**config.mk**
```make
export PLATFORM = sky130hd
export DESIGN_NAME = panel_logic
export DESIGN_NICKNAME = d
export VERILOG_FILES = /design/src/rtl/panel_pkg.sv /design/src/rtl/pulse_stretch.sv /design/src/rtl/panel_logic.sv
export SDC_FILE = /design/constraint.sdc
export NUM_CORES = 1
export LEC_CHECK = 0
export ABC_AREA = 1
export CAP_MARGIN = 40
export CORE_UTILIZATION = 51
export CTS_BUF_LIST = sky130_fd_sc_hd__clkbuf_16
export CTS_CLUSTER_SIZE = 28
export DETAILED_ROUTE_END_ITERATION = 8
export DONT_BUFFER_PORTS = 1
export PLACE_DENSITY = 0.62
export SLEW_MARGIN = 0
export SYNTH_ARGS = -nofsm -noshare
export SYNTH_HDL_FRONTEND = slang
export SYNTH_SLANG_ARGS = --single-unit
```
**constraint.sdc**
```tcl
create_clock -name clk -period 16.75 [get_ports clk]
set_input_delay 0.8375 -clock clk [delete_from_list [all_inputs] [get_ports clk]]
set_output_delay 0.8375 -clock clk [all_outputs]
set_load 0.05 [all_outputs]
```
**src/rtl/panel_pkg.sv**
```systemverilog
// Purpose: shared constants, register map and carrier types of the front-panel logic
// Assumes: 20 MHz module clock, AXI4-Lite register access with 32-bit data
// Notes: offsets are byte addresses of aligned words
package panel_pkg;

  localparam int unsigned CLK_HZ       = 20_000_000;
  localparam int unsigned NUM_BYTES    = 6;
  // indicator stretch time in milliseconds, and its cycle count
  localparam int unsigned STRETCH_MS   = 200;
  localparam int unsigned STRETCH_CYC  = (CLK_HZ / 1000) * STRETCH_MS;
  // self-test settle time per step in microseconds, and its cycle count
  localparam int unsigned SETTLE_US    = 1;
  localparam int unsigned SETTLE_CYC   = (CLK_HZ / 1_000_000) * SETTLE_US;
  // backplane address arithmetic
  localparam logic [15:0] ADDR_STEP    = 16'h0040;
  localparam logic [15:0] ADDR_BASE    = 16'hC000;

  // register byte offsets
  localparam logic [7:0] OFS_CTRL      = 8'h00;
  localparam logic [7:0] OFS_POL       = 8'h04;
  localparam logic [7:0] OFS_DIR       = 8'h08;
  localparam logic [7:0] OFS_FLOAT     = 8'h0C;
  localparam logic [7:0] OFS_OUTLO     = 8'h10;
  localparam logic [7:0] OFS_OUTHI     = 8'h14;
  localparam logic [7:0] OFS_STATUS    = 8'h18;
  localparam logic [7:0] OFS_INLO      = 8'h1C;
  localparam logic [7:0] OFS_INHI      = 8'h20;
  localparam logic [7:0] OFS_EVENT     = 8'h24;

  // control register bit positions
  localparam int unsigned CTRL_RESET   = 0;
  localparam int unsigned CTRL_TEST    = 1;
  localparam int unsigned CTRL_STROBE  = 2;
  localparam int unsigned CTRL_TAKE    = 3;
  localparam int unsigned CTRL_ERRSET  = 4;
  localparam int unsigned CTRL_ERRCLR  = 5;
  // polarity register bit positions (1 = rising edge / active high)
  localparam int unsigned POL_ACCEPT   = 0;
  localparam int unsigned POL_OUTVAL   = 1;
  localparam int unsigned POL_INVAL    = 2;
  localparam int unsigned POL_TAKEN    = 3;
  localparam int unsigned POL_FLOAT    = 8;

  // reset values
  localparam logic [13:0] POL_RESET    = 14'h3F0F;
  localparam logic [5:0]  DIR_RESET    = 6'h00;
  localparam logic [5:0]  FLOAT_RESET  = 6'h00;

  localparam logic [1:0]  RESP_OKAY    = 2'b00;
  localparam logic [1:0]  RESP_SLVERR  = 2'b10;

  typedef struct packed {
    logic        awvalid;
    logic [7:0]  awaddr;
    logic        wvalid;
    logic [31:0] wdata;
    logic [3:0]  wstrb;
    logic        bready;
    logic        arvalid;
    logic [7:0]  araddr;
    logic        rready;
  } axi_req_t;

  typedef struct packed {
    logic        awready;
    logic        wready;
    logic        bvalid;
    logic [1:0]  bresp;
    logic        arready;
    logic        rvalid;
    logic [31:0] rdata;
    logic [1:0]  rresp;
  } axi_rsp_t;

  typedef struct packed {
    logic       busLed;
    logic       irqLed;
    logic       acceptLed;
    logic       outValidLed;
    logic       inValidLed;
    logic       takenLed;
    logic [2:0] byteLed;
    logic       errLed;
    logic       dirLed;
    logic       floatLed;
    logic [7:0] bitLed;
    logic       failLed;
  } panel_led_t;

  // binary byte number to indicator pattern, one lit lamp per one bit
  function automatic logic [2:0] byte_lamps(input logic [2:0] sel);
    return sel;
  endfunction

  // decoded backplane base address from the two address digits
  function automatic logic [15:0] base_addr(input logic [7:0] la);
    return 16'(ADDR_STEP * {8'h00, la}) + ADDR_BASE;
  endfunction

endpackage

```
**src/rtl/pulse_stretch.sv**
```systemverilog
// Purpose: retriggerable stretcher keeping a lamp lit for a fixed time
// Assumes: single clock, event input on the same clock
// Notes: a new trigger restarts the count, so steady triggers keep it lit
`timescale 1ns/10ps
module pulse_stretch #(
  parameter int unsigned CYCLES = 4_000_000
) (
  input  wire logic clk,
  input  wire logic rst,
  input  wire logic trig,
  output logic      lit
);
  typedef struct packed {
    logic [31:0] cnt;
    logic        lit;
  } st_t;

  st_t stQ;
  st_t stD;

  initial begin
    if (CYCLES < 1)
    begin
      $error("pulse_stretch: CYCLES must be at least one");
    end
  end

  // reload on trigger, count down otherwise
  always_comb
  begin
    stD = stQ;
    if (trig)
    begin
      stD.cnt = 32'(CYCLES - 1);
      stD.lit = 1'b1;
    end
    else if (stQ.cnt != 32'h0000_0000)
    begin
      stD.cnt = stQ.cnt - 32'h0000_0001;
    end
    else
    begin
      stD.lit = 1'b0;
    end
  end

  always_ff @(posedge clk or posedge rst)
  begin
    if (rst)
    begin
      stQ <= '0;
    end
    else
    begin
      stQ <= stD;
    end
  end

  assign lit = stQ.lit;
endmodule // pulse_stretch

```
**src/rtl/panel_logic.sv**
```systemverilog
// Purpose: front-panel indicators, switches, handshake lines and loop-back self test
// Assumes: 20 MHz clk, registers over AXI4-Lite, byte-select, float-request and strobe pins pass a 3-stage synchroniser
// Notes: command parsing and transfer sequencing live elsewhere
// Operation
// - selector values 1 to 7 give the same interrupt level
// - selector 0, 8 or 9 disables all interrupts
// - protocol events raise an interrupt on the selected level
// - halt on: control reset bit restores power-up state and defaults
// - halt off: control reset bit is ignored
// - each byte-select press advances the displayed byte
// - fail output and lamp on self-test fail, rail loss or cpu fail
// - bus-cycle lamp stretched to about 0.2 s, steady access keeps it lit
// - interrupt-request lamp lights on request, stretched the same way
// - accept lamp sets on far-end strobe, clears on next output-valid strobe command
// - output-valid lamp lit while that line is low
// - input-valid lamp sets on strobe, clears when input data is read
// - input-taken lamp lit while that line is low
// - three lamps show the displayed byte number 0 to 5
// - programming-fault lamp stays lit until the error is cleared
// - direction lamp lit when the displayed byte is an output
// - float lamp lit when the displayed byte is tri-stated
// - eight bit lamps show displayed byte levels, msb leftmost
// - self test at power-up and on command, driven and tri-stated
// - far-end accept strobe edge sense is programmable
// - output-valid line edge sense is programmable
// - six float requests tri-state their byte, level programmable
// - base address is 64 times logical address plus 49152
// - far-end input-valid strobe edge sense is programmable
// - input-taken line edge sense is programmable
`timescale 1ns/10ps
module panel_logic
  import panel_pkg::*;
#(
  parameter int unsigned STRETCH = STRETCH_CYC,
  parameter int unsigned SETTLE  = SETTLE_CYC
) (
  input  wire logic               clk,
  input  wire logic               rst,
  input  wire panel_pkg::axi_req_t axiReq,
  output panel_pkg::axi_rsp_t      axiRsp,
  input  wire logic [3:0]         irqSelect,
  input  wire logic               haltOn,
  input  wire logic               byteButton,
  input  wire logic [7:0]         logicalAddr,
  input  wire logic               busCycle,
  input  wire logic               protocolEvent,
  input  wire logic               railLost,
  input  wire logic               cpuFail,
  input  wire logic               farEndAcceptsStrobe,
  input  wire logic               inputValidStrobe,
  input  wire logic [5:0]         byteFloatRequest,
  input  wire logic [47:0]        loopbackIn,
  output logic [47:0]             ioOut,
  output logic [5:0]              ioOutEn,
  output logic                    outputValidStrobe,
  output logic                    inputTakenStrobe,
  output logic [2:0]              irqLevel,
  output logic                    irqReq,
  output logic                    sysFail,
  output logic [15:0]             baseAddr,
  output panel_pkg::panel_led_t   leds
);
  localparam int unsigned NPIN = 9;
  typedef enum logic [2:0] {ST_IDLE, ST_DRIVE, ST_CHK_DRV, ST_FLOAT, ST_CHK_FLT} test_t;

  typedef struct packed {
    logic [NPIN-1:0] syn1;
    logic [NPIN-1:0] syn2;
    logic [NPIN-1:0] syn3;
    logic            awHeld;
    logic [7:0]      awAddr;
    logic            wHeld;
    logic [31:0]     wData;
    logic            bValid;
    logic [1:0]      bResp;
    logic            rValid;
    logic [31:0]     rData;
    logic [1:0]      rResp;
    logic            awRdy;
    logic            wRdy;
    logic            arRdy;
    logic [13:0]     pol;
    logic [5:0]      dir;
    logic [5:0]      floatCmd;
    logic [47:0]     outData;
    logic [47:0]     inData;
    logic            acceptEv;
    logic            inValidEv;
    logic            outValLine;
    logic            takenLine;
    logic            progErr;
    logic            testFail;
    logic [2:0]      dispByte;
    test_t           test;
    logic [31:0]     wait_;
    logic [2:0]      irqLevel;
    logic            irqReq;
    logic            sysFail;
    logic [15:0]     baseAddr;
    logic [47:0]     ioOut;
    logic [5:0]      ioOutEn;
    logic            outValidStrobe;
    logic            inputTakenStrobe;
    panel_led_t      leds;
  } st_t;

  st_t  stQ;
  st_t  stD;
  logic busLit;
  logic irqLit;

  initial begin
    if (STRETCH < 1 || SETTLE < 1)
    begin
      $error("panel_logic: STRETCH and SETTLE must be at least one");
    end
  end

  // byte field of a 48-bit word
  function automatic logic [7:0] pick_byte(input logic [47:0] w, input logic [2:0] n);
    return w[8*n +: 8];
  endfunction

  // 32-bit write merged under byte strobes
  function automatic logic [31:0] merge(input logic [31:0] old, input logic [31:0] nw, input logic [3:0] be);
    logic [31:0] r;
    r = old;
    for (int i = 0; i < 4; i++)
    begin
      if (be[i])
      begin
        r[8*i +: 8] = nw[8*i +: 8];
      end
    end
    return r;
  endfunction

  pulse_stretch #(.CYCLES(STRETCH)) u_busStretch (
    .clk  (clk),
    .rst  (rst),
    .trig (busCycle),
    .lit  (busLit)
  );

  pulse_stretch #(.CYCLES(STRETCH)) u_irqStretch (
    .clk  (clk),
    .rst  (rst),
    .trig (stQ.irqReq),
    .lit  (irqLit)
  );

  always_comb
  begin
    logic [NPIN-1:0] pinNow;
    logic [NPIN-1:0] pinRise;
    logic [NPIN-1:0] pinFall;
    logic            accEdge;
    logic            ivEdge;
    logic            press;
    logic            swReset;
    logic            newOut;
    logic            readIn;
    logic            startTest;
    logic [5:0]      extFloat;
    logic [5:0]      floatAll;
    logic [31:0]     wv;
    stD       = stQ;
    pinNow    = '0;
    pinRise   = '0;
    pinFall   = '0;
    accEdge   = 1'b0;
    ivEdge    = 1'b0;
    press     = 1'b0;
    extFloat  = '0;
    floatAll  = '0;
    swReset   = 1'b0;
    newOut    = 1'b0;
    readIn    = 1'b0;
    startTest = 1'b0;
    wv        = '0;

    // three-stage pin synchroniser, change counted when stages 2 and 3 differ
    stD.syn1 = {byteButton, byteFloatRequest, inputValidStrobe, farEndAcceptsStrobe};
    stD.syn2 = stQ.syn1;
    stD.syn3 = stQ.syn2;
    for (int i = 0; i < NPIN; i++)
    begin
      pinNow[i]  = stQ.syn2[i];
      pinRise[i] = stQ.syn2[i] & ~stQ.syn3[i];
      pinFall[i] = ~stQ.syn2[i] & stQ.syn3[i];
    end
    accEdge = stQ.pol[POL_ACCEPT] ? pinRise[0] : pinFall[0];
    ivEdge  = stQ.pol[POL_INVAL] ? pinRise[1] : pinFall[1];
    press   = pinRise[8];

    // register slave: address and data in either order, one write at a time
    stD.outValidStrobe   = stQ.outValidStrobe;
    if (axiReq.awvalid && stQ.awRdy)
    begin
      stD.awHeld = 1'b1;
      stD.awAddr = axiReq.awaddr;
    end
    if (axiReq.wvalid && stQ.wRdy)
    begin
      stD.wHeld = 1'b1;
      stD.wData = axiReq.wdata;
    end
    if (stQ.awHeld && stQ.wHeld)
    begin
      stD.awHeld = 1'b0;
      stD.wHeld  = 1'b0;
      stD.bValid = 1'b1;
      stD.bResp  = RESP_OKAY;
      wv         = stQ.wData;
      unique case ({stQ.awAddr[7:2], 2'b00})
        OFS_CTRL:
        begin
          swReset   = wv[CTRL_RESET] & haltOn;
          startTest = wv[CTRL_TEST];
          newOut    = wv[CTRL_STROBE];
          readIn    = wv[CTRL_TAKE];
          if (wv[CTRL_ERRSET])
          begin
            stD.progErr = 1'b1;
          end
          else if (wv[CTRL_ERRCLR])
          begin
            stD.progErr = 1'b0;
          end
        end
        OFS_POL:   stD.pol      = 14'(merge(32'(stQ.pol), wv, 4'hF));
        OFS_DIR:   stD.dir      = wv[5:0];
        OFS_FLOAT: stD.floatCmd = wv[5:0];
        OFS_OUTLO: stD.outData[31:0]  = wv;
        OFS_OUTHI: stD.outData[47:32] = wv[15:0];
        default:   stD.bResp    = RESP_SLVERR;
      endcase
    end
    if (stQ.bValid && axiReq.bready)
    begin
      stD.bValid = 1'b0;
    end

    if (axiReq.arvalid && stQ.arRdy)
    begin
      stD.rValid = 1'b1;
      stD.rResp  = RESP_OKAY;
      unique case ({axiReq.araddr[7:2], 2'b00})
        OFS_CTRL:   stD.rData = {26'h000_0000, stQ.progErr, 5'h00};
        OFS_POL:    stD.rData = {18'h0_0000, stQ.pol};
        OFS_DIR:    stD.rData = {26'h000_0000, stQ.dir};
        OFS_FLOAT:  stD.rData = {26'h000_0000, stQ.floatCmd};
        OFS_OUTLO:  stD.rData = stQ.outData[31:0];
        OFS_OUTHI:  stD.rData = {16'h0000, stQ.outData[47:32]};
        OFS_STATUS: stD.rData = {18'h0_0000, stQ.testFail, stQ.dispByte, stQ.test != ST_IDLE,
                                 stQ.sysFail, stQ.irqLevel, stQ.outValLine, stQ.takenLine,
                                 stQ.acceptEv, stQ.inValidEv, stQ.progErr};
        OFS_INLO:
        begin
          stD.rData = stQ.inData[31:0];
          stD.inValidEv = 1'b0;                 // read clears
        end
        OFS_INHI:   stD.rData = {16'h0000, stQ.inData[47:32]};
        OFS_EVENT:  stD.rData = {26'h000_0000, pinNow[7:2]};
        default:
        begin
          stD.rData = '0;
          stD.rResp = RESP_SLVERR;
        end
      endcase
    end
    if (stQ.rValid && axiReq.rready)
    begin
      stD.rValid = 1'b0;
    end
    // ready flags registered from the next held and busy state
    stD.awRdy = !stD.awHeld && !stD.bValid;
    stD.wRdy  = !stD.wHeld && !stD.bValid;
    stD.arRdy = !stD.rValid;
    if (readIn)
    begin
      stD.inValidEv = 1'b0;
    end

    // handshake events; a set in the same cycle beats a clear
    stD.outValLine = newOut;                    // one-cycle pulse, edge set by polarity
    stD.takenLine  = readIn;                    // one-cycle pulse, edge set by polarity
    if (newOut)
    begin
      stD.acceptEv   = 1'b0;
    end
    if (accEdge)
    begin
      stD.acceptEv = 1'b1;
    end
    if (ivEdge)
    begin
      stD.inValidEv = 1'b1;
      stD.inData    = loopbackIn;
    end

    // byte select, wrapping after the last byte
    if (press)
    begin
      stD.dispByte = (stQ.dispByte == 3'(NUM_BYTES - 1)) ? 3'h0 : stQ.dispByte + 3'h1;
    end

    // float: commanded or external request at programmed level
    extFloat = ~(pinNow[7:2] ^ stQ.pol[POL_FLOAT +: 6]);
    floatAll = stQ.floatCmd | extFloat;

    // loop-back self test: drive and compare, then float and compare
    stD.wait_ = (stQ.wait_ != 32'h0000_0000) ? stQ.wait_ - 32'h0000_0001 : stQ.wait_;
    unique case (stQ.test)
      ST_IDLE:
      begin
        if (startTest)
        begin
          stD.test     = ST_DRIVE;
          stD.testFail = 1'b0;
        end
      end
      ST_DRIVE:
      begin
        stD.wait_ = 32'(SETTLE);
        stD.test  = ST_CHK_DRV;
      end
      ST_CHK_DRV:
      begin
        if (stQ.wait_ == 32'h0000_0000)
        begin
          if (loopbackIn != stQ.outData)
          begin
            stD.testFail = 1'b1;
          end
          stD.wait_ = 32'(SETTLE);
          stD.test  = ST_FLOAT;
        end
      end
      ST_FLOAT:
      begin
        if (stQ.wait_ == 32'h0000_0000)
        begin
          stD.test = ST_CHK_FLT;
        end
      end
      ST_CHK_FLT:
      begin
        if (loopbackIn != stQ.outData)
        begin
          stD.testFail = 1'b1;                  // internal path still loops in tri-state
        end
        stD.test = ST_IDLE;
      end
    endcase

    // registered outputs
    stD.ioOut = stQ.outData;
    for (int b = 0; b < NUM_BYTES; b++)
    begin
      stD.ioOutEn[b] = (stQ.test == ST_FLOAT || stQ.test == ST_CHK_FLT) ? 1'b0 :
                       (stQ.test != ST_IDLE) ? 1'b1 : (stQ.dir[b] & ~floatAll[b]);
    end
    stD.irqLevel = (irqSelect >= 4'h1 && irqSelect <= 4'h7) ? irqSelect[2:0] : 3'h0;
    stD.irqReq   = protocolEvent && stD.irqLevel != 3'h0;
    stD.sysFail  = stQ.testFail | railLost | cpuFail;
    stD.baseAddr = base_addr(logicalAddr);
    stD.outValidStrobe   = stQ.outValLine ^ ~stQ.pol[POL_OUTVAL];
    stD.inputTakenStrobe = stQ.takenLine ^ ~stQ.pol[POL_TAKEN];
    stD.leds.busLed      = busLit;
    stD.leds.irqLed      = irqLit;
    stD.leds.acceptLed   = stQ.acceptEv;
    stD.leds.outValidLed = ~stD.outValidStrobe;
    stD.leds.inValidLed  = stQ.inValidEv;
    stD.leds.takenLed    = ~stD.inputTakenStrobe;
    stD.leds.byteLed     = byte_lamps(stQ.dispByte);
    stD.leds.errLed      = stQ.progErr;
    stD.leds.dirLed      = stQ.dir[stQ.dispByte];
    stD.leds.floatLed    = floatAll[stQ.dispByte];
    stD.leds.bitLed      = stQ.dir[stQ.dispByte] ? pick_byte(stQ.outData, stQ.dispByte)
                                                 : pick_byte(loopbackIn, stQ.dispByte);
    stD.leds.failLed     = stD.sysFail;

    // halt-enabled reset: defaults back, self test rerun as at power-up
    if (swReset)
    begin
      stD.pol        = POL_RESET;
      stD.dir        = DIR_RESET;
      stD.floatCmd   = FLOAT_RESET;
      stD.outData    = '0;
      stD.progErr    = 1'b0;
      stD.acceptEv   = 1'b0;
      stD.inValidEv  = 1'b0;
      stD.outValLine = 1'b0;
      stD.takenLine  = 1'b0;
      stD.dispByte   = 3'h0;
      stD.testFail   = 1'b0;
      stD.test       = ST_DRIVE;
    end
  end

  // state register; power-up starts the self test
  always_ff @(posedge clk or posedge rst)
  begin
    if (rst)
    begin
      stQ      <= '0;
      stQ.pol  <= POL_RESET;
      stQ.test <= ST_DRIVE;
    end
    else
    begin
      stQ <= stD;
    end
  end

  assign axiRsp.awready     = stQ.awRdy;
  assign axiRsp.wready      = stQ.wRdy;
  assign axiRsp.bvalid      = stQ.bValid;
  assign axiRsp.bresp       = stQ.bResp;
  assign axiRsp.arready     = stQ.arRdy;
  assign axiRsp.rvalid      = stQ.rValid;
  assign axiRsp.rdata       = stQ.rData;
  assign axiRsp.rresp       = stQ.rResp;
  assign ioOut              = stQ.ioOut;
  assign ioOutEn            = stQ.ioOutEn;
  assign outputValidStrobe  = stQ.outValidStrobe;
  assign inputTakenStrobe   = stQ.inputTakenStrobe;
  assign irqLevel           = stQ.irqLevel;
  assign irqReq             = stQ.irqReq;
  assign sysFail            = stQ.sysFail;
  assign baseAddr           = stQ.baseAddr;
  assign leds               = stQ.leds;
endmodule // panel_logic

```
==> out/results.ini <==
[run_status]
status=finished clean

[yosys]
synth_top_family_by_area=simple AND/OR/NAND/NOR gates
ys.flop_type=dfrtp_1
synth.area.mux_share=0.01674
synth_area_leaders=dfrtp_1, nand2_1, buf_4
postSynth.asyncResetShare=1.000
synth_edf_count=0
synth_cells=2490
synthAdderAreaFrac=0.004199
avgSynthCellArea_um2=8.377
ys_warn_count=0
synth_compound_area_frac=0.09070
synth_top_cell_area_share=0.4931
synth.yosys.seq_area_share=0.5069
syn_area_um2=20860
synth.largest_area_cell=dfrtp_1
synth_cell_type_count=55
synth_xor_area_frac=0.03527
synth_simple_gate_area_frac=0.2327
ys_ff_latch=422

[critical_path]
cp_top_family=simple AND/OR/NAND/NOR gates
crit_buf_inv=1
crit_type=flop to flop
arrival_ns=3.49
cp_common_cell=nand2_1
required_ns=17.21
cp_max_fo=64
startpoint_type=flop
max_stage_delay_ns=0.60
end_kind=flop
critPathSlowestCell=dfrtp_1
worstPathCellList=inv_2, nand3_1, nand2_1, nand2_2, nand2_4, o21ai_1, nand2_1, nand2_1, nand2_1

[pwr]
pwr-share-comb=0.249
p_leak_nw=10.34
finalPower_w=0.003734
clkPwrFrac=0.273
vdd_drop_max_mv=0.1119
sw_frac_of_total=0.4179
switchingPower_w=0.001561
seq_power_share=0.478
internal_power_w=0.002174
power_density_nw_per_um2=170.2

[timing]
fin_skew_ns=0.01686
tightest_slew_ns=1.059
fin_crit_ns=3.032
relSlewSlack=0.2941
timing.final.max_slew_violations=0
finalHoldViolCount=0
fin_hold_ws_ns=0.2606
fin_setup_tns_ns=0
min_period_over_period=0.1810
setup_viol=0
fmax_ghz=0.3298
rsz0062_at_grt=no

[drt]
drc=0
drtPass1Iterations=7
num_vias=16280
wirelength_um=59570
vias_per_cell=5.566
drt-met1-wl_um=26020
highest-signal-layer=met5
met2RoutedLength_um=26980
wire_per_inst_um=20.36
antenna_left=0
met3WireLength_um=4862
first_iter_violations=1582

[floorplan]
start_util=0.5214
chipWidth_um=204.2
fp-row-count=73
pin_count=272
die-height_um=204.2
dieArea_um2=41710
core_um2=40010

[layout]
drive_gt1_frac=0.07846
fill_cells=3798
seq_area_um2=10570
fin_nets=2498
area_delta_synth_final_pct=5.195
stdcell_count=2925
final_common_cell=nand2_1
multiInputGateArea_um2=7960
layout_common_cells=nand2_1, dfrtp_1, nor2_1
post-route-util=0.5485

[clock_network]
worstSkewPairLatency_ns=0.58
cts_setup_buffers=0
cts-buffers-inserted=46
clk_root_buffer_cell=clkbuf_16
cts-htree-levels=2
clockBufferDepth=3
cts_hold_buf=0
tritoncts=done
post_cts_resized=0
clk_pin_slew_ns=0.06
cts_sinks=422

[place]
hpwl_um=43680
port_buffers=0
globalplace.congestion=0.9696
dp.cells=2835

[global_route]
grt_pass1_vias=15520
grt-ovfl-total=0
grt_pass1_wl_um=91560
grt_max_degree=187
grt_use_total=0.2889
antenna_found_initial=6

[flow_run]
maxCapViolCount=0

[worst_hold_path]
hp-class=input pin to async pin

-- synthesized netlist by cell type (18+ instances only) --
master and instances:
nand2_1 571, dfrtp_1 411, nor2_1 264, inv_1 249, nand3_1 143, buf_4 142
o21ai_0 140, a21oi_1 72, nor3_1 62, xor2_1 52, o21ai_1 36, nand4_1 34
clkbuf_1 33, xnor2_1 32, mux2_2 31, buf_2 26, o211ai_1 23, o22ai_1 18
-- power groups by stage --
| stage | logic, W | registers [W] | clock network, W |
|---|---|---|---|
| final | 0.000931 | 0.00178 | 0.00102 |
| after global routing | 0.00105 | 0.00181 | 0.00108 |
| after CTS | 0.000927 | 0.00178 | 0.00104 |
| after floorplan | 0.00110 | 0.00142 | 0 |
| after detailed placement | 0.000920 | 0.00180 | 0 |
| after global placement | 0.000898 | 0.00179 | 0 |
-- registers in the layout, summed over array words and instances, names as in the netlist --
register           count
axiRsp                39
baseAddr               9
inputTakenStrobe       1
ioOut                 48
ioOutEn                6
irqLevel               3
irqReq                 1
leds                  21
outputValidStrobe      1
stD                   72
stQ                  155
u_busStretch.lit       1
u_busStretch.stQ      32
u_irqStretch.lit       1
u_irqStretch.stQ      32
-- logic make-up after synthesis --
family,after synthesis
and+or+nand+nor,1136
adders and majority gates,7
other,2
DFF,422
muxes,31
AOI/OAI and AO/OA,335
buffers and inverters,473
xor gates and xnor gates,84
-- worst register-to-register path: stages (launching register included) --
cell     delay (ns)
dfrtp_1        0.60
inv_2          0.24
nand3_1        0.14
nand2_1        0.07
nand2_2        0.53
nand2_4        0.60
o21ai_1        0.49
nand2_1        0.10
nand2_1        0.08
nand2_1        0.07
-- metrics by stage --
step | setup WS [ns] | area, um2
floorplan | 4.183 | 20890
global placement | 13.60 | 20320
detailed placement | 13.82 | 20410
CTS | 13.80 | 21930
global route | 13.51 | 21940
finish | 13.72 | 21940
-- path summary, 6_finish.rpt --
path | start | end | slack (ns) | cells past startpoint
max in group asynchronous | rst | stD[347]$_DFF_PP0_ | 14.58 | 4
worst max-delay path | stD[13]$_DFFE_PP0P_ | leds[8]$_DFF_PP0_ | 13.72 | 9
worst min-delay path | rst | u_busStretch.stQ[3]$_DFFE_PP0P_ | 0.26 | 1
min in group clk | inputValidStrobe | stD[357]$_DFF_PP0_ | 0.28 | 0
worst min register to register | stD[363]$_DFF_PP0_ | stD[354]$_DFF_PP0_ | 0.34 | 0
worst max register to register | stD[13]$_DFFE_PP0P_ | leds[8]$_DFF_PP0_ | 13.72 | 9
-- cell type report --
type,count,share of cell area
timing repair buffer,19,0.009238
sequential,422,0.4819
tap,525,0.02994
clock buffer,49,0.05588
multi-input combinational,1602,0.3628
antenna,4,0.0004562
inverter,267,0.04613
clock inverter,37,0.01369
-- layer usage --
layer | up-vias | track usage
li1 | 7637 | -
met5 | - | 0
met3 | 101 | 0.06856
met2 | 612 | 0.4416
met1 | 7926 | 0.4030
met4 | 4 | 0.09648
No activity file was read; power rests on OpenSTA's default activity.
